==> src/core/spfm_pkg.sv <==
// Constants for the shared pin function mux: register map, field
// positions, reset values, bus answers and capture states.
// Assumes a 32-bit AXI4-Lite register bus and sixteen GPIO pins.
package spfm_pkg;

  // ----------------------------------------
  // Register byte offsets
  // ----------------------------------------
  localparam logic [4:0] REG_GPIO_ENABLE = 5'h00;
  localparam logic [4:0] REG_GPIO_DIRECTION = 5'h04;
  localparam logic [4:0] REG_GPIO_OUT_VALUE = 5'h08;
  localparam logic [4:0] REG_GPIO_IN_VALUE = 5'h0c;
  localparam logic [4:0] REG_STRAP_STATUS = 5'h10;

  // ----------------------------------------
  // Reset values and field positions
  // ----------------------------------------
  localparam logic [15:0] GPIO_ENABLE_RESET = 16'h0000;
  localparam logic [15:0] GPIO_DIRECTION_RESET = 16'h0000;
  localparam logic [15:0] GPIO_OUT_VALUE_RESET = 16'h0000;
  localparam int GPIO_COUNT = 16;
  localparam int GPIO_DIV4_PIN = 1;
  localparam int GPIO_DIV6_PIN = 2;
  localparam int GPIO_SERIAL2_CLK_PIN = 8;
  localparam int GPIO_UPPER_LOW = 9;
  localparam int GPIO_UPPER_HIGH = 15;
  localparam int STRAP_BIT_HOST_32BIT = 0;
  localparam int STRAP_BIT_PCI_OWNS = 1;
  localparam int STRAP_BIT_CAPTURED = 2;
  localparam int HOST_STRAP_DATA_BIT = 5;
  localparam logic HOST_WIDTH_STRAP_32BIT = 1'b1;

  // ----------------------------------------
  // Bus answers
  // ----------------------------------------
  localparam logic [1:0] RESP_OKAY = 2'h0;
  localparam logic [1:0] RESP_SLVERR = 2'h2;

  // Strap capture sequence
  typedef enum logic [1:0] {
    CAP_SAMPLE = 2'b01,
    CAP_RUN = 2'b10
  } spfm_cap_state_t;

endpackage

==> src/core/spfm_pin_cell.sv <==
// Registered two-source pin driver: source A wins over source B,
// with neither selected the pins float.
// Assumes the select inputs are already settled in the clock domain.
`timescale 1ns/1ps
module spfm_pin_cell #(
  parameter int W = 1
) (
  input wire logic ref_clk,
  input wire logic rst,
  input wire logic selA,
  input wire logic [W-1:0] aOut,
  input wire logic [W-1:0] aOe,
  input wire logic selB,
  input wire logic [W-1:0] bOut,
  input wire logic [W-1:0] bOe,
  output logic [W-1:0] pinOut,
  output logic [W-1:0] pinOe
);

  // Pin drive, floating under reset
  always_ff @(posedge ref_clk or posedge rst) begin
    if (rst) begin
      pinOut <= '0;
      pinOe <= '0;
    end else if (selA) begin
      pinOut <= aOut;
      pinOe <= aOe;
    end else if (selB) begin
      pinOut <= bOut;
      pinOe <= bOe;
    end else begin
      pinOut <= '0;
      pinOe <= '0;
    end
  end

endmodule

==> src/core/spfm_shared_pin_mux.sv <==
// Shared pin function mux: strap-owned host/PCI pins and
// software-owned GPIO pins, with an AXI4-Lite register slave.
// Assumes straps are steady until the first edge after rst falls and all inputs are
// synchronous to ref_clk.
//
// The register offsets and register access over AXI4-Lite were left to the implementer.
`timescale 1ns/1ps
module spfm_shared_pin_mux #(
  parameter int HOST_W = 32,
  parameter int CTRL_W = 11,
  parameter int PCI_ONLY_W = 8
) (
  input wire logic ref_clk,
  input wire logic rst,
  // AXI4-Lite slave
  input wire logic [4:0] s_axi_awaddr,
  input wire logic s_axi_awvalid,
  output logic s_axi_awready,
  input wire logic [31:0] s_axi_wdata,
  input wire logic [3:0] s_axi_wstrb,
  input wire logic s_axi_wvalid,
  output logic s_axi_wready,
  output logic [1:0] s_axi_bresp,
  output logic s_axi_bvalid,
  input wire logic s_axi_bready,
  input wire logic [4:0] s_axi_araddr,
  input wire logic s_axi_arvalid,
  output logic s_axi_arready,
  output logic [31:0] s_axi_rdata,
  output logic [1:0] s_axi_rresp,
  output logic s_axi_rvalid,
  input wire logic s_axi_rready,
  // Strap level
  input wire logic pciEnableStrap,
  // Host data pins, also PCI address/data
  input wire logic [HOST_W-1:0] hostDataLinesIn,
  output logic [HOST_W-1:0] hostDataLinesOut,
  output logic [HOST_W-1:0] hostDataLinesOe,
  // Shared host control / PCI control pins
  input wire logic [CTRL_W-1:0] sharedCtrlIn,
  output logic [CTRL_W-1:0] sharedCtrlOut,
  output logic [CTRL_W-1:0] sharedCtrlOe,
  // PCI-only pins
  input wire logic [PCI_ONLY_W-1:0] pciOnlyIn,
  output logic [PCI_ONLY_W-1:0] pciOnlyOut,
  output logic [PCI_ONLY_W-1:0] pciOnlyOe,
  // GPIO pins
  input wire logic [15:0] gpioPinIn,
  output logic [15:0] gpioPinOut,
  output logic [15:0] gpioPinOe,
  // Host port core side
  input wire logic [HOST_W-1:0] hostCoreDataOut,
  input wire logic hostCoreDataOe,
  output logic [HOST_W-1:0] hostCoreDataIn,
  input wire logic [CTRL_W-1:0] hostCoreCtrlOut,
  input wire logic [CTRL_W-1:0] hostCoreCtrlOe,
  output logic [CTRL_W-1:0] hostCoreCtrlIn,
  output logic hostPort16bitMode,
  output logic hostPort32bitMode,
  // PCI core side
  input wire logic [HOST_W-1:0] pciCoreAdOut,
  input wire logic pciCoreAdOe,
  output logic [HOST_W-1:0] pciCoreAdIn,
  input wire logic [CTRL_W-1:0] pciCoreCtrlOut,
  input wire logic [CTRL_W-1:0] pciCoreCtrlOe,
  output logic [CTRL_W-1:0] pciCoreCtrlIn,
  input wire logic [PCI_ONLY_W-1:0] pciCoreOnlyOut,
  input wire logic [PCI_ONLY_W-1:0] pciCoreOnlyOe,
  output logic [PCI_ONLY_W-1:0] pciCoreOnlyIn,
  input wire logic [6:0] pciCoreUpperOut,
  input wire logic [6:0] pciCoreUpperOe,
  output logic [6:0] pciCoreUpperIn,
  output logic pciOwnsPins,
  // Clock sources and serial-2 clock sink
  input wire logic cpuDiv4ClockOut,
  input wire logic cpuDiv6ClockOut,
  output logic serial2ExternalClockIn
);

  localparam int HALF_W = HOST_W / 2;

  // ----------------------------------------
  // Elaboration checks
  // ----------------------------------------
  if (HOST_W != 32) begin : gBadHostWidth
    $error("HOST_W must be 32");
  end
  if (CTRL_W < 1 || PCI_ONLY_W < 1) begin : gBadGroupWidth
    $error("CTRL_W and PCI_ONLY_W must be at least 1");
  end

  // ----------------------------------------
  // Strap capture
  // ----------------------------------------
  spfm_pkg::spfm_cap_state_t capState;
  logic hostWide;
  logic pciOwns;
  logic strapsCaught;
  logic hostOwns;

  // Sample once on the first edge after reset release
  always_ff @(posedge ref_clk or posedge rst) begin
    if (rst) begin
      capState <= spfm_pkg::CAP_SAMPLE;
      hostWide <= 1'b0;
      pciOwns <= 1'b0;
    end else begin
      unique case (capState)
        spfm_pkg::CAP_SAMPLE: begin
          hostWide <= hostDataLinesIn[spfm_pkg::HOST_STRAP_DATA_BIT] ==
                      spfm_pkg::HOST_WIDTH_STRAP_32BIT;
          pciOwns <= pciEnableStrap;
          capState <= spfm_pkg::CAP_RUN;
        end
        spfm_pkg::CAP_RUN: begin
          capState <= spfm_pkg::CAP_RUN;
        end
        default: begin
          capState <= spfm_pkg::CAP_SAMPLE;
        end
      endcase
    end
  end

  assign strapsCaught = (capState == spfm_pkg::CAP_RUN);
  assign hostOwns = strapsCaught && !pciOwns;

  // Mode flags for the cores
  always_ff @(posedge ref_clk or posedge rst) begin
    if (rst) begin
      hostPort16bitMode <= 1'b0;
      hostPort32bitMode <= 1'b0;
      pciOwnsPins <= 1'b0;
    end else begin
      hostPort16bitMode <= hostOwns && !hostWide;
      hostPort32bitMode <= hostOwns && hostWide;
      pciOwnsPins <= strapsCaught && pciOwns;
    end
  end

  // ----------------------------------------
  // Strap-owned pin drivers
  // ----------------------------------------
  logic pciSel;
  assign pciSel = strapsCaught && pciOwns;

  // Lower host data half: host or PCI, never both
  spfm_pin_cell #(.W(HALF_W)) uHostLow (
    .ref_clk(ref_clk),
    .rst(rst),
    .selA(hostOwns),
    .aOut(hostCoreDataOut[HALF_W-1:0]),
    .aOe({HALF_W{hostCoreDataOe}}),
    .selB(pciSel),
    .bOut(pciCoreAdOut[HALF_W-1:0]),
    .bOe({HALF_W{pciCoreAdOe}}),
    .pinOut(hostDataLinesOut[HALF_W-1:0]),
    .pinOe(hostDataLinesOe[HALF_W-1:0])
  );

  // Upper host data half: host only in 32-bit mode
  spfm_pin_cell #(.W(HOST_W - HALF_W)) uHostHigh (
    .ref_clk(ref_clk),
    .rst(rst),
    .selA(hostOwns && hostWide),
    .aOut(hostCoreDataOut[HOST_W-1:HALF_W]),
    .aOe({(HOST_W - HALF_W){hostCoreDataOe}}),
    .selB(pciSel),
    .bOut(pciCoreAdOut[HOST_W-1:HALF_W]),
    .bOe({(HOST_W - HALF_W){pciCoreAdOe}}),
    .pinOut(hostDataLinesOut[HOST_W-1:HALF_W]),
    .pinOe(hostDataLinesOe[HOST_W-1:HALF_W])
  );

  // Shared control pins
  spfm_pin_cell #(.W(CTRL_W)) uCtrl (
    .ref_clk(ref_clk),
    .rst(rst),
    .selA(hostOwns),
    .aOut(hostCoreCtrlOut),
    .aOe(hostCoreCtrlOe),
    .selB(pciSel),
    .bOut(pciCoreCtrlOut),
    .bOe(pciCoreCtrlOe),
    .pinOut(sharedCtrlOut),
    .pinOe(sharedCtrlOe)
  );

  // PCI-only pins float unless PCI owns them
  spfm_pin_cell #(.W(PCI_ONLY_W)) uPciOnly (
    .ref_clk(ref_clk),
    .rst(rst),
    .selA(pciSel),
    .aOut(pciCoreOnlyOut),
    .aOe(pciCoreOnlyOe),
    .selB(1'b0),
    .bOut('0),
    .bOe('0),
    .pinOut(pciOnlyOut),
    .pinOe(pciOnlyOe)
  );

  // Inputs reach only the owning core
  always_ff @(posedge ref_clk or posedge rst) begin
    if (rst) begin
      hostCoreDataIn <= '0;
      hostCoreCtrlIn <= '0;
      pciCoreAdIn <= '0;
      pciCoreCtrlIn <= '0;
      pciCoreOnlyIn <= '0;
    end else begin
      hostCoreDataIn[HALF_W-1:0] <= hostOwns ? hostDataLinesIn[HALF_W-1:0] : '0;
      hostCoreDataIn[HOST_W-1:HALF_W] <= (hostOwns && hostWide) ?
                                         hostDataLinesIn[HOST_W-1:HALF_W] : '0;
      hostCoreCtrlIn <= hostOwns ? sharedCtrlIn : '0;
      pciCoreAdIn <= pciSel ? hostDataLinesIn : '0;
      pciCoreCtrlIn <= pciSel ? sharedCtrlIn : '0;
      pciCoreOnlyIn <= pciSel ? pciOnlyIn : '0;
    end
  end

  // ----------------------------------------
  // GPIO registers and pin drivers
  // ----------------------------------------
  logic [15:0] gpioPinFunctionEnable;
  logic [15:0] gpioPinDirection;
  logic [15:0] gpioOutValue;
  logic [15:0] gpioInValue;
  logic [15:0] gpioAllowed;
  logic [15:0] altSel;
  logic [15:0] altOut;
  logic [15:0] altOe;

  // Alternate functions and GPIO permission per pin
  always_comb begin
    altSel = '0;
    altOut = '0;
    altOe = '0;
    gpioAllowed = '1;
    altSel[spfm_pkg::GPIO_DIV4_PIN] = 1'b1;
    altOut[spfm_pkg::GPIO_DIV4_PIN] = cpuDiv4ClockOut;
    altOe[spfm_pkg::GPIO_DIV4_PIN] = 1'b1;
    altSel[spfm_pkg::GPIO_DIV6_PIN] = 1'b1;
    altOut[spfm_pkg::GPIO_DIV6_PIN] = cpuDiv6ClockOut;
    altOe[spfm_pkg::GPIO_DIV6_PIN] = 1'b1;
    for (int i = spfm_pkg::GPIO_UPPER_LOW; i <= spfm_pkg::GPIO_UPPER_HIGH; i++) begin
      gpioAllowed[i] = hostOwns;
      altSel[i] = pciSel;
      altOut[i] = pciCoreUpperOut[i - spfm_pkg::GPIO_UPPER_LOW];
      altOe[i] = pciCoreUpperOe[i - spfm_pkg::GPIO_UPPER_LOW];
    end
  end

  // One driver cell per GPIO pin
  for (genvar g = 0; g < spfm_pkg::GPIO_COUNT; g++) begin : gGpio
    spfm_pin_cell #(.W(1)) uPin (
      .ref_clk(ref_clk),
      .rst(rst),
      .selA(gpioPinFunctionEnable[g] && gpioAllowed[g]),
      .aOut(gpioOutValue[g]),
      .aOe(gpioPinDirection[g]),
      .selB(altSel[g]),
      .bOut(altOut[g]),
      .bOe(altOe[g]),
      .pinOut(gpioPinOut[g]),
      .pinOe(gpioPinOe[g])
    );
  end

  // Pin level capture and alternate inputs
  always_ff @(posedge ref_clk or posedge rst) begin
    if (rst) begin
      gpioInValue <= '0;
      serial2ExternalClockIn <= 1'b0;
      pciCoreUpperIn <= '0;
    end else begin
      gpioInValue <= gpioPinIn;
      serial2ExternalClockIn <= gpioPinFunctionEnable[spfm_pkg::GPIO_SERIAL2_CLK_PIN] ?
                                1'b0 : gpioPinIn[spfm_pkg::GPIO_SERIAL2_CLK_PIN];
      pciCoreUpperIn <= pciSel ?
                        gpioPinIn[spfm_pkg::GPIO_UPPER_HIGH:spfm_pkg::GPIO_UPPER_LOW] : '0;
    end
  end

  // ----------------------------------------
  // AXI4-Lite write path
  // ----------------------------------------
  logic awHeld;
  logic wHeld;
  logic [4:0] awAddr;
  logic [31:0] wData;
  logic [3:0] wStrb;
  logic writeFire;
  logic writeHit;

  assign writeFire = awHeld && wHeld && !s_axi_bvalid;
  assign writeHit = awAddr == spfm_pkg::REG_GPIO_ENABLE ||
                    awAddr == spfm_pkg::REG_GPIO_DIRECTION ||
                    awAddr == spfm_pkg::REG_GPIO_OUT_VALUE;

  // Address and data are taken in either order
  always_ff @(posedge ref_clk or posedge rst) begin
    if (rst) begin
      s_axi_awready <= 1'b0;
      s_axi_wready <= 1'b0;
      awHeld <= 1'b0;
      wHeld <= 1'b0;
      awAddr <= '0;
      wData <= '0;
      wStrb <= '0;
    end else begin
      if (s_axi_awvalid && s_axi_awready) begin
        s_axi_awready <= 1'b0;
        awHeld <= 1'b1;
        awAddr <= s_axi_awaddr;
      end else if (writeFire) begin
        awHeld <= 1'b0;
      end else if (!awHeld && !s_axi_bvalid) begin
        s_axi_awready <= 1'b1;
      end
      if (s_axi_wvalid && s_axi_wready) begin
        s_axi_wready <= 1'b0;
        wHeld <= 1'b1;
        wData <= s_axi_wdata;
        wStrb <= s_axi_wstrb;
      end else if (writeFire) begin
        wHeld <= 1'b0;
      end else if (!wHeld && !s_axi_bvalid) begin
        s_axi_wready <= 1'b1;
      end
    end
  end

  // Write response
  always_ff @(posedge ref_clk or posedge rst) begin
    if (rst) begin
      s_axi_bvalid <= 1'b0;
      s_axi_bresp <= spfm_pkg::RESP_OKAY;
    end else if (writeFire) begin
      s_axi_bvalid <= 1'b1;
      s_axi_bresp <= writeHit ? spfm_pkg::RESP_OKAY : spfm_pkg::RESP_SLVERR;
    end else if (s_axi_bready) begin
      s_axi_bvalid <= 1'b0;
    end
  end

  // Control registers, byte lanes 0 and 1
  always_ff @(posedge ref_clk or posedge rst) begin
    if (rst) begin
      gpioPinFunctionEnable <= spfm_pkg::GPIO_ENABLE_RESET;
      gpioPinDirection <= spfm_pkg::GPIO_DIRECTION_RESET;
      gpioOutValue <= spfm_pkg::GPIO_OUT_VALUE_RESET;
    end else if (writeFire) begin
      for (int b = 0; b < 2; b++) begin
        if (wStrb[b]) begin
          unique case (awAddr)
            spfm_pkg::REG_GPIO_ENABLE: gpioPinFunctionEnable[b*8 +: 8] <= wData[b*8 +: 8];
            spfm_pkg::REG_GPIO_DIRECTION: gpioPinDirection[b*8 +: 8] <= wData[b*8 +: 8];
            spfm_pkg::REG_GPIO_OUT_VALUE: gpioOutValue[b*8 +: 8] <= wData[b*8 +: 8];
            default: begin
            end
          endcase
        end
      end
    end
  end

  // ----------------------------------------
  // AXI4-Lite read path
  // ----------------------------------------
  logic [31:0] readWord;
  logic readHit;

  // Read decode
  always_comb begin
    readWord = '0;
    readHit = 1'b1;
    unique case (s_axi_araddr)
      spfm_pkg::REG_GPIO_ENABLE: readWord[15:0] = gpioPinFunctionEnable;
      spfm_pkg::REG_GPIO_DIRECTION: readWord[15:0] = gpioPinDirection;
      spfm_pkg::REG_GPIO_OUT_VALUE: readWord[15:0] = gpioOutValue;
      spfm_pkg::REG_GPIO_IN_VALUE: readWord[15:0] = gpioInValue;
      spfm_pkg::REG_STRAP_STATUS: begin
        readWord[spfm_pkg::STRAP_BIT_HOST_32BIT] = hostWide;
        readWord[spfm_pkg::STRAP_BIT_PCI_OWNS] = pciOwns;
        readWord[spfm_pkg::STRAP_BIT_CAPTURED] = strapsCaught;
      end
      default: readHit = 1'b0;
    endcase
  end

  // Read handshake and data
  always_ff @(posedge ref_clk or posedge rst) begin
    if (rst) begin
      s_axi_arready <= 1'b0;
      s_axi_rvalid <= 1'b0;
      s_axi_rdata <= '0;
      s_axi_rresp <= spfm_pkg::RESP_OKAY;
    end else if (s_axi_arvalid && s_axi_arready) begin
      s_axi_arready <= 1'b0;
      s_axi_rvalid <= 1'b1;
      s_axi_rdata <= readWord;
      s_axi_rresp <= readHit ? spfm_pkg::RESP_OKAY : spfm_pkg::RESP_SLVERR;
    end else if (s_axi_rvalid && s_axi_rready) begin
      s_axi_rvalid <= 1'b0;
    end else if (!s_axi_rvalid) begin
      s_axi_arready <= 1'b1;
    end
  end

endmodule

==> config.mk <==
export PLATFORM = sky130hd
export DESIGN_NAME = spfm_shared_pin_mux
export DESIGN_NICKNAME = d
export VERILOG_FILES = /design/src/core/spfm_pkg.sv /design/src/core/spfm_pin_cell.sv /design/src/core/spfm_shared_pin_mux.sv
export SDC_FILE = /design/constraint.sdc
export NUM_CORES = 1
export LEC_CHECK = 0
export BUFFER_PORTS_ARGS = -buffer_cell sky130_fd_sc_hd__buf_2
export CAP_MARGIN = 25
export CORE_AREA = 4 4 207 209
export DETAILED_ROUTE_END_ITERATION = 8
export DIE_AREA = 0 0 211 213
export GPL_ROUTABILITY_DRIVEN = 0
export HOLD_SLACK_MARGIN = 0.02
export PLACE_DENSITY = 0.62
export SYNTH_ARGS = -nofsm -noshare
export SYNTH_HDL_FRONTEND = slang
export SYNTH_HIERARCHICAL = 1
export SYNTH_SLANG_ARGS = --single-unit
==> constraint.sdc <==
create_clock -name ref_clk -period 14.6 [get_ports ref_clk]
set_clock_uncertainty 0.15 [all_clocks]
set_input_delay 1.46 -clock ref_clk [delete_from_list [all_inputs] [get_ports ref_clk]]
set_output_delay 1.46 -clock ref_clk [all_outputs]
set_load 0.005 [all_outputs]
==> results of run 1 <==
==> layer usage <==
| layer | share of wire, % | track usage (%) | wire (um) |
|---|---|---|---|
| met3 | 7.7 | 5.02 | 3180 |
| met2 | 49 | 28.8 | 20300 |
| met4 | 2.4 | 5.92 | 1000 |
| met5 | 0.083 | 0 | 34 |
| met1 | 41 | 22.4 | 16700 |
==> cell type report <==
class / count / area [um^2]
flip-flops and latches: 355 / 8890
diodes: 5 / 12.5
inverters: 28 / 113
multi-input cells: 550 / 4060
repair buffers: 517 / 2660
clock inverters: 9 / 58.8
fillers: 3760 / 23200
well taps: 532 / 666
clock buffers: 62 / 1170
==> sequential cells by signal, summed over array words and instances (netlist names), 7 cells and up <==
signal and flops:
pciCoreUpperIn 7, s_axi_rdata 16, gpioPinFunctionEnable 16, wData 16, uCtrl/pinOut 11, pciCoreCtrlIn 11, gpioPinDirection 16, uPciOnly/pinOe 8
hostCoreDataIn 32, uHostHigh/pinOut 16, uHostLow/pinOut 16, gGpio.uPin/pinOe 16, uHostLow/pinOe 16, hostCoreCtrlIn 11, gGpio.uPin/pinOut 16, gpioInValue 16
uCtrl/pinOe 11, gpioOutValue 16, uHostHigh/pinOe 16, pciCoreAdIn 32, uPciOnly/pinOut 8, pciCoreOnlyIn 8
==> kinds of logic after synthesis <==
group           count (synthesis)  synth area share, %
flops                         355                 66.9
simple gates                  225                 9.52
fa+ha+maj                       2                0.188
compound gates                162                 9.45
mux                            90                 9.36
buf+inv                       100                 4.53
other cells                     2               0.0566
==> final timing paths <==
kind	slack [ns]	endpoint	startpoint
min in group asynchronous	0.91	gGpio[6].uPin/pinOe	rst
hold / removal	0.33	s_axi_rresp[1]	s_axi_rresp[1]
setup reg to reg	11.48	uHostLow/pinOut[2]	capState[0]
setup / recovery	11.48	uHostLow/pinOut[2]	capState[0]
max in group asynchronous	12.10	gpioPinDirection[15]	rst
hold reg to reg	0.33	s_axi_rresp[1]	s_axi_rresp[1]
==> through the flow <==
stage | cells | hold slack (ns) | total power [mW]
floorplan | 1005 | 0.317 | 1.47
global placement | 1980 | 0.314 | 1.63
detailed placement | 1981 | 0.324 | 1.64
CTS | 2052 | 0.336 | 2.60
global route | 2055 | 0.365 | 2.70
finish | 2058 | 0.333 | 2.57
==> placed cells by master (no fill, tap or decap), types with 37 or more instances in the layout <==
cell type    n
a22o_1      97
and2_1      37
and3_1      74
buf_2      506
clkbuf_16   41
conb_1      71
dfrtp_1    353
mux2_2      59
nand2_1     86
o21ai_1     38
==> power groups by stage <==
stage	combinational [mW]	clock, mW	sequential, mW
floorplan	0.243	0	1.23
global placement	0.382	0	1.25
detailed placement	0.392	0	1.25
CTS	0.393	0.972	1.24
global route	0.430	1.01	1.26
finish	0.391	0.941	1.24
==> critical path: cells and delay by family (launching register included) <==
family / cells / cell delay, ns
buffers and inverters: 3 / 0.97
DFF: 1 / 0.36
adders and majority gates: 1 / 0.17
and+or+nand+nor: 2 / 1.00
AOI/OAI and AO/OA: 1 / 0.29
==> results.cfg, run 1 <==
[status]
status = completed

[worst_setup_path]
crit_slowest_cell = nor2b_4
cp-start-kind = register
cpMostUsedCell = buf_4
endpoint_kind = register
reg2reg_depth = 7
worst_ep_required_time_ns = 14.90
critPathKind = register to register
critPathMaxStageDelay_ns = 0.76
path_max_fanout = 60
path_cells = inv_1, ha_2, buf_4, and2_2, buf_4, nor2b_4, a22o_1
arrival_ns = 3.42

[detailed_routing]
vias = 9455
detail-route-antenna-nets = 0
wl_per_cell_um = 20.0
first_pass_iters = 4
drt_wl_total_um = 41200
post-route-drc-count = 0
drtIter0Drc = 508
via_per_inst = 4.59

[synth]
yosys.cell_count.top_type = dfrtp_1
yosysTopAreaCell = dfrtp_1
syn-mean-instance-area_um2 = 14.2
yosys_most_used_dff = dfrtp_1
synth_area_um2 = 13300
synth_common_cells = 354 x dfrtp_1, 97 x a22o_1, 86 x nand2_1
ys_types = 38
synth_edf_count = 0
synthCells = 936
synthArstFlopShare_pct = 100
ys_warn_count = 6
synth_area_leaders = dfrtp_1 67%, a22o_1 6.4%, mux2_2 5.0%
ys_ff_latch = 355
ys_seq_area_share_pct = 66.9
synth_top_area_share_pct = 66.7

[clock_tree]
clock_sinks = 355
ctsResizeCount = 0
clk_latency_ns = 0.55
cts.clk_slew.worst_paths_ns = 0.05
tritoncts = done
cts_buffer_depth = 3
cts_setup_buffers = 0
htree_levels = 2
hold_buffers = 0
numCtsBuffers = 40
cts-root-buf = clkbuf_16

[layout]
utilization_pct = 43.2
fin_nets = 1757
drive_gt1_share_pct = 45.6
design_area_um2 = 17600
area_delta_synth_final_pct = 32.7

[timing]
slew_violations = 0
fmax_ghz = 0.321
setup_ws_ns = 11.48
tightest_slew_ns = 0.918
rsz0062_at_grt = no
hold_violations = 0
finalCritPeriodShare_pct = 21.4
maxSlewHeadroom_pct = 38.7
period_needed_ns = 3.12
setup_viol = 0
setup_tns_ns = 0

[pwr]
power_density_nw_per_um2 = 146
total_leakage_power_nw = 9.54
cellInternalPower_mw = 1.90
pwr-share-seq_pct = 48.2
p_clk_share_pct = 36.6
combPwrFrac_pct = 15.2
switching_share_pct = 25.9
ir_worst_vdd_mv = 0.0936
switchingPower_uw = 666

[global_route]
grt_pass1_vias = 9819
grt_usage_pct = 17.5
overflow = 0
antenna_found_initial = 8
grt_max_degree = 124
grt_pass1_wl_um = 60600

[floorplanning]
dieArea_um2 = 44900
die_w_um = 211
core_um2 = 40800
initial_utilization_pct = 32.5
rows = 74
num_io_pins = 543
fp.dieH_um = 213

[min_path]
hold_path_depth = 2
min_path_type = register to register

[place]
dp_slack_ns = 11.37
dpl.hpwl_um = 29700
port_buffers = 506
dpl_cell_area_um2 = 16400

[flow_run]
cap_violations = 0
Power figures use the tool's default switching activity.
==> run 2: changes to the inputs <==
- PLACE_DENSITY: 0.62 -> 0.65
- clock period: 14.6 -> 2.8 ns (I/O delays scaled with it)
==> results.cfg, run 2 (same netlist as run 1, synthesis figures left out) <==
[global_route]
grt_max_degree = 86
grt_pass1_vias = 11700
antenna_found_initial = 4
grt_pass1_wl_um = 68600
overflow = 0
grt_usage_pct = 19.8

[pwr]
power_density_nw_per_um2 = 690
total_leakage_power_nw = 10.6
ir_worst_vdd_mv = 0.577

[worst_setup_path]
worst_ep_required_time_ns = 3.11
cp-start-kind = register
path_max_fanout = 43
critPathKind = register to register
endpoint_kind = register
arrival_ns = 3.07

[timing]
slew_violations = 0
tightest_slew_ns = 0.915
hold_violations = 0
period_needed_ns = 2.75
setup_ws_ns = 0.0464
rsz0062_at_grt = no
finalCritPeriodShare_pct = 98.3
maxSlewHeadroom_pct = 38.9
fmax_ghz = 0.363
setup_viol = 0

[place]
dpl_cell_area_um2 = 16500
port_buffers = 506
dp_slack_ns = 0.477
dpl.hpwl_um = 31000

[floorplanning]
dieArea_um2 = 44900
core_um2 = 40800
initial_utilization_pct = 32.5
fp.dieH_um = 213
num_io_pins = 543
die_w_um = 211
rows = 74

[layout]
reg_top3 = hostCoreDataIn (32), pciCoreAdIn (32)
layout_common_cells = 506 x buf_2, 353 x dfrtp_1, 240 x dlygate4sd3_1, 97 x a22o_1, 86 x nand2_1
fin_nets = 2010
final_common_cell = buf_2
drive_gt1_share_pct = 39.9
design_area_um2 = 20200
area_delta_synth_final_pct = 51.9

[clock_tree]
clock_sinks = 355
numCtsBuffers = 40
cts-root-buf = clkbuf_16
clk_latency_ns = 0.53
cts.clk_slew.worst_paths_ns = 0.06
cts_setup_buffers = 0
cts_buffer_depth = 3
tritoncts = done
htree_levels = 2
ctsResizeCount = 0

[detailed_routing]
drtIter0Drc = 617
first_pass_iters = 4
drt_wl_total_um = 46600
via_per_inst = 4.63
post-route-drc-count = 0
detail-route-antenna-nets = 0
vias = 10700
wl_per_cell_um = 20.2

[min_path]
min_path_type = primary input to register

[flow_run]
cap_violations = 0

[status]
status = completed
## run 2: cell type report
type | instances | area [um^2]
multi-input combinational | 551 | 4070
inverter | 28 | 109
sequential | 355 | 8890
antenna | 3 | 7.51
tap | 532 | 666
fill | 3458 | 20700
clock buffer | 60 | 1170
clock inverter | 10 | 108
timing repair buffer | 769 | 5160
## run 2: where the power goes
| part | switching [mW] | total, mW | leakage [nW] | internal [mW] |
|---|---|---|---|---|
| Clock | 2.02 | 5.08 | 0.630 | 3.06 |
| Combinational | 1.02 | 2.39 | 5.48 | 1.37 |
| Sequential | 0.555 | 6.45 | 4.53 | 5.90 |
| Total | 3.59 | 13.9 | 10.6 | 10.3 |
## run 2: critical path: stages, from the launching register on
cell           delay, ns
dfstp_2             0.53
inv_1               0.04
ha_2                0.28
nor2b_4             0.18
buf_12              0.18
nor2b_2             0.51
a22o_1              0.21
dlygate4sd3_1       0.55
## run 2: final timing paths
check | start | end | slack, ns | cells past startpoint
setup / recovery | capState[0] | uCtrl/pinOut[10] | 0.05 | 7
hold / removal | s_axi_wvalid | wHeld | 0.09 | 4
min in group asynchronous | rst | gGpio[12].uPin/pinOut | 0.16 | 3
setup reg to reg | capState[0] | uCtrl/pinOut[10] | 0.05 | 7
hold reg to reg | s_axi_rresp[1] | s_axi_rresp[1] | 0.33 | 2
max in group asynchronous | rst | hostCoreDataIn[22] | 1.32 | 4
## run 2: stage by stage
stage          cells  hold slack [ns]  utilization [%]  power [mW]  setup TNS (ns)
2_1_floorplan   1005           -0.129                -        7.68         -112.48
3_3_place_gp    1994            0.153             40.4        8.51               0
4_1_cts         2304           0.0398             49.4        14.1               0
6_report        2308           0.0893             49.4        13.9               0
3_5_place_dp    1994            0.163             40.4        8.61               0
5_1_grt         2306            0.101             49.4        14.6               0
## run 2: timing repair
action	in CTS	in global routing
hold endpoints to repair	319	0
hold buffers	240	0
endpoints found under the setup margin	0	11
## run 2: metal layers
| layer | share of wire [%] | vias up | GRT usage (%) |
|---|---|---|---|
| met5 | 0.045 | - | 0 |
| met4 | 3.4 | 4 | 8.09 |
| met3 | 7.6 | 107 | 5.32 |
| met2 | 50 | 448 | 34.0 |
| met1 | 38 | 5305 | 23.6 |
| li1 | - | 4815 | - |
==> run 3: changes to the inputs <==
- ABC_AREA: unset -> 1
- CORE_AREA: 4 4 207 209 -> 4 4 208 210
- DIE_AREA: 0 0 211 213 -> 0 0 212 214
- PLACE_DENSITY: 0.65 -> 0.67
- clock period: 2.8 -> 2.4 ns (I/O delays scaled with it)
==> results.cfg, run 3 <==
[worst_setup_path]
crit_slowest_cell = dfstp_2
worst_ep_required_time_ns = 2.73
endpoint_kind = register
critPathKind = register to register
arrival_ns = 2.46
path_max_fanout = 13
path_cells = inv_1, ha_1, nand2_2, buf_4, inv_1, inv_2, buf_12, nand3_2, nand2_1
critPathMaxStageDelay_ns = 0.53
cpMostUsedCell = inv_1
cp-start-kind = register

[detailed_routing]
detail-route-antenna-nets = 0
post-route-drc-count = 0
drt_wl_total_um = 49200
drtIter0Drc = 884
via_per_inst = 4.62
vias = 13000
wl_per_cell_um = 17.5
first_pass_iters = 6

[floorplanning]
fp.dieH_um = 214
num_io_pins = 543
dieArea_um2 = 45400
core_um2 = 41600
die_w_um = 212
rows = 75
initial_utilization_pct = 34.1

[synth]
synth_area_leaders = dfrtp_1 62%, nand2_1 10%, inv_1 4.4%
yosys.cell_count.top_type = nand2_1
ys_seq_area_share_pct = 62.6
synthCells = 1443
ys_warn_count = 6
ys_ff_latch = 355
synth_top_area_share_pct = 62.5
syn-mean-instance-area_um2 = 9.83
ys_types = 33
yosys_most_used_dff = dfrtp_1
synth_common_cells = 383 x nand2_1, 354 x dfrtp_1, 166 x inv_1
synth_edf_count = 0
synth_area_um2 = 14200
synthArstFlopShare_pct = 100
yosysTopAreaCell = dfrtp_1

[global_route]
antenna_found_initial = 4
grt_max_degree = 105
grt_pass1_wl_um = 75300
overflow = 0
grt_pass1_vias = 13500
grt_usage_pct = 21.0

[layout]
fillers = 3591
layout_common_cells = 506 x buf_2, 382 x nand2_1, 354 x dfrtp_1, 242 x dlygate4sd3_1, 164 x inv_1
area_delta_synth_final_pct = 48.1
reg_top3 = hostCoreDataIn (32), pciCoreAdIn (32)
design_area_um2 = 21000
final_common_cell = buf_2
utilization_pct = 50.5
drive_gt1_share_pct = 30.7
fin_nets = 2508

[clock_tree]
cts.clk_slew.worst_paths_ns = 0.06
cts_buffer_depth = 3
cts_setup_buffers = 0
numCtsBuffers = 39
htree_levels = 2
clock_sinks = 355
clk_latency_ns = 0.56
tritoncts = done
cts-root-buf = clkbuf_16

[timing]
period_needed_ns = 2.13
setup_viol = 0
fmax_ghz = 0.471
setup_ws_ns = 0.275
rsz0062_at_grt = no
maxSlewHeadroom_pct = 40.8
finalCritPeriodShare_pct = 88.5
hold_violations = 0
setup_tns_ns = 0
tightest_slew_ns = 0.887
slew_violations = 0

[min_path]
min_path_type = primary input to register

[place]
dp_slack_ns = 0.127
dpl_cell_area_um2 = 17300
port_buffers = 506
dpl.hpwl_um = 32800

[pwr]
power_density_nw_per_um2 = 778
total_leakage_power_nw = 11.4
ir_worst_vdd_mv = 0.535
total_power_mw = 16.3

[flow_run]
cap_violations = 0

[status]
status = completed
[run 3: critical path, delay by kind of cell (launching register included)]
| kind | cells | cell delay [ns] |
|---|---|---|
| simple gates | 3 | 0.31 |
| fa+ha+maj | 1 | 0.24 |
| flops | 1 | 0.53 |
| buf+inv | 5 | 0.80 |
[run 3: report_power, final]
group | switching (mW) | internal [mW] | total (mW)
clock network | 2.48 | 3.53 | 6.01
registers | 0.502 | 6.86 | 7.36
logic | 1.74 | 1.24 | 2.98
[run 3: repair_timing]
item	CTS	global route
hold buffers	242	0
hold endpoints to repair	381	0
gates resized for setup	0	1
setup endpoints to repair	0	9
[run 3: path summary, 6_finish.rpt]
check | start | to | slack [ns] | cells past startpoint
setup / recovery | capState[0] | uCtrl/pinOe[8] | 0.27 | 9
hold / removal | s_axi_arvalid | s_axi_rdata[11] | 0.07 | 5
setup reg to reg | capState[0] | uCtrl/pinOe[8] | 0.27 | 9
hold reg to reg | s_axi_rdata[11] | s_axi_rdata[11] | 0.33 | 2
max in group asynchronous | rst | pciCoreOnlyIn[5] | 1.02 | 4
min in group asynchronous | rst | hostPort16bitMode | 0.19 | 3
[run 3: layout make-up]
type | instances | area, um^2 | share of cell area [%]
flip-flops and latches | 355 | 8880 | 42.3
repair buffers | 776 | 5230 | 24.9
multi-input cells | 897 | 4230 | 20.1
clock buffers | 56 | 1170 | 5.57
well taps | 539 | 674 | 3.21
inverters | 174 | 673 | 3.20
clock inverters | 13 | 140 | 0.667
diodes | 4 | 10.0 | 0.0476
[run 3: logic make-up after synthesis]
family                     synth area share (%)
AOI/OAI and AO/OA                          4.82
adders and majority gates                 0.176
other                                    0.0529
and+or+nand+nor                            22.9
DFF                                        62.6
buffers and inverters                      9.38
[run 3: routing by layer]
layer | up-vias | GRT usage [%] | wire length, um
met3 | 151 | 5.92 | 4070
met4 | 0 | 10.3 | 2300
met1 | 6272 | 24.6 | 18900
met5 | - | 0 | 0
met2 | 560 | 35.2 | 23900
li1 | 6025 | - | -
[run 3: stage by stage]
stage,cells,hold WS [ns]
after floorplan,1510,-0.169
after global placement,2499,0.201
after detailed placement,2499,0.201
after CTS,2810,0.0269
after global routing,2814,0.0777
final,2814,0.0730
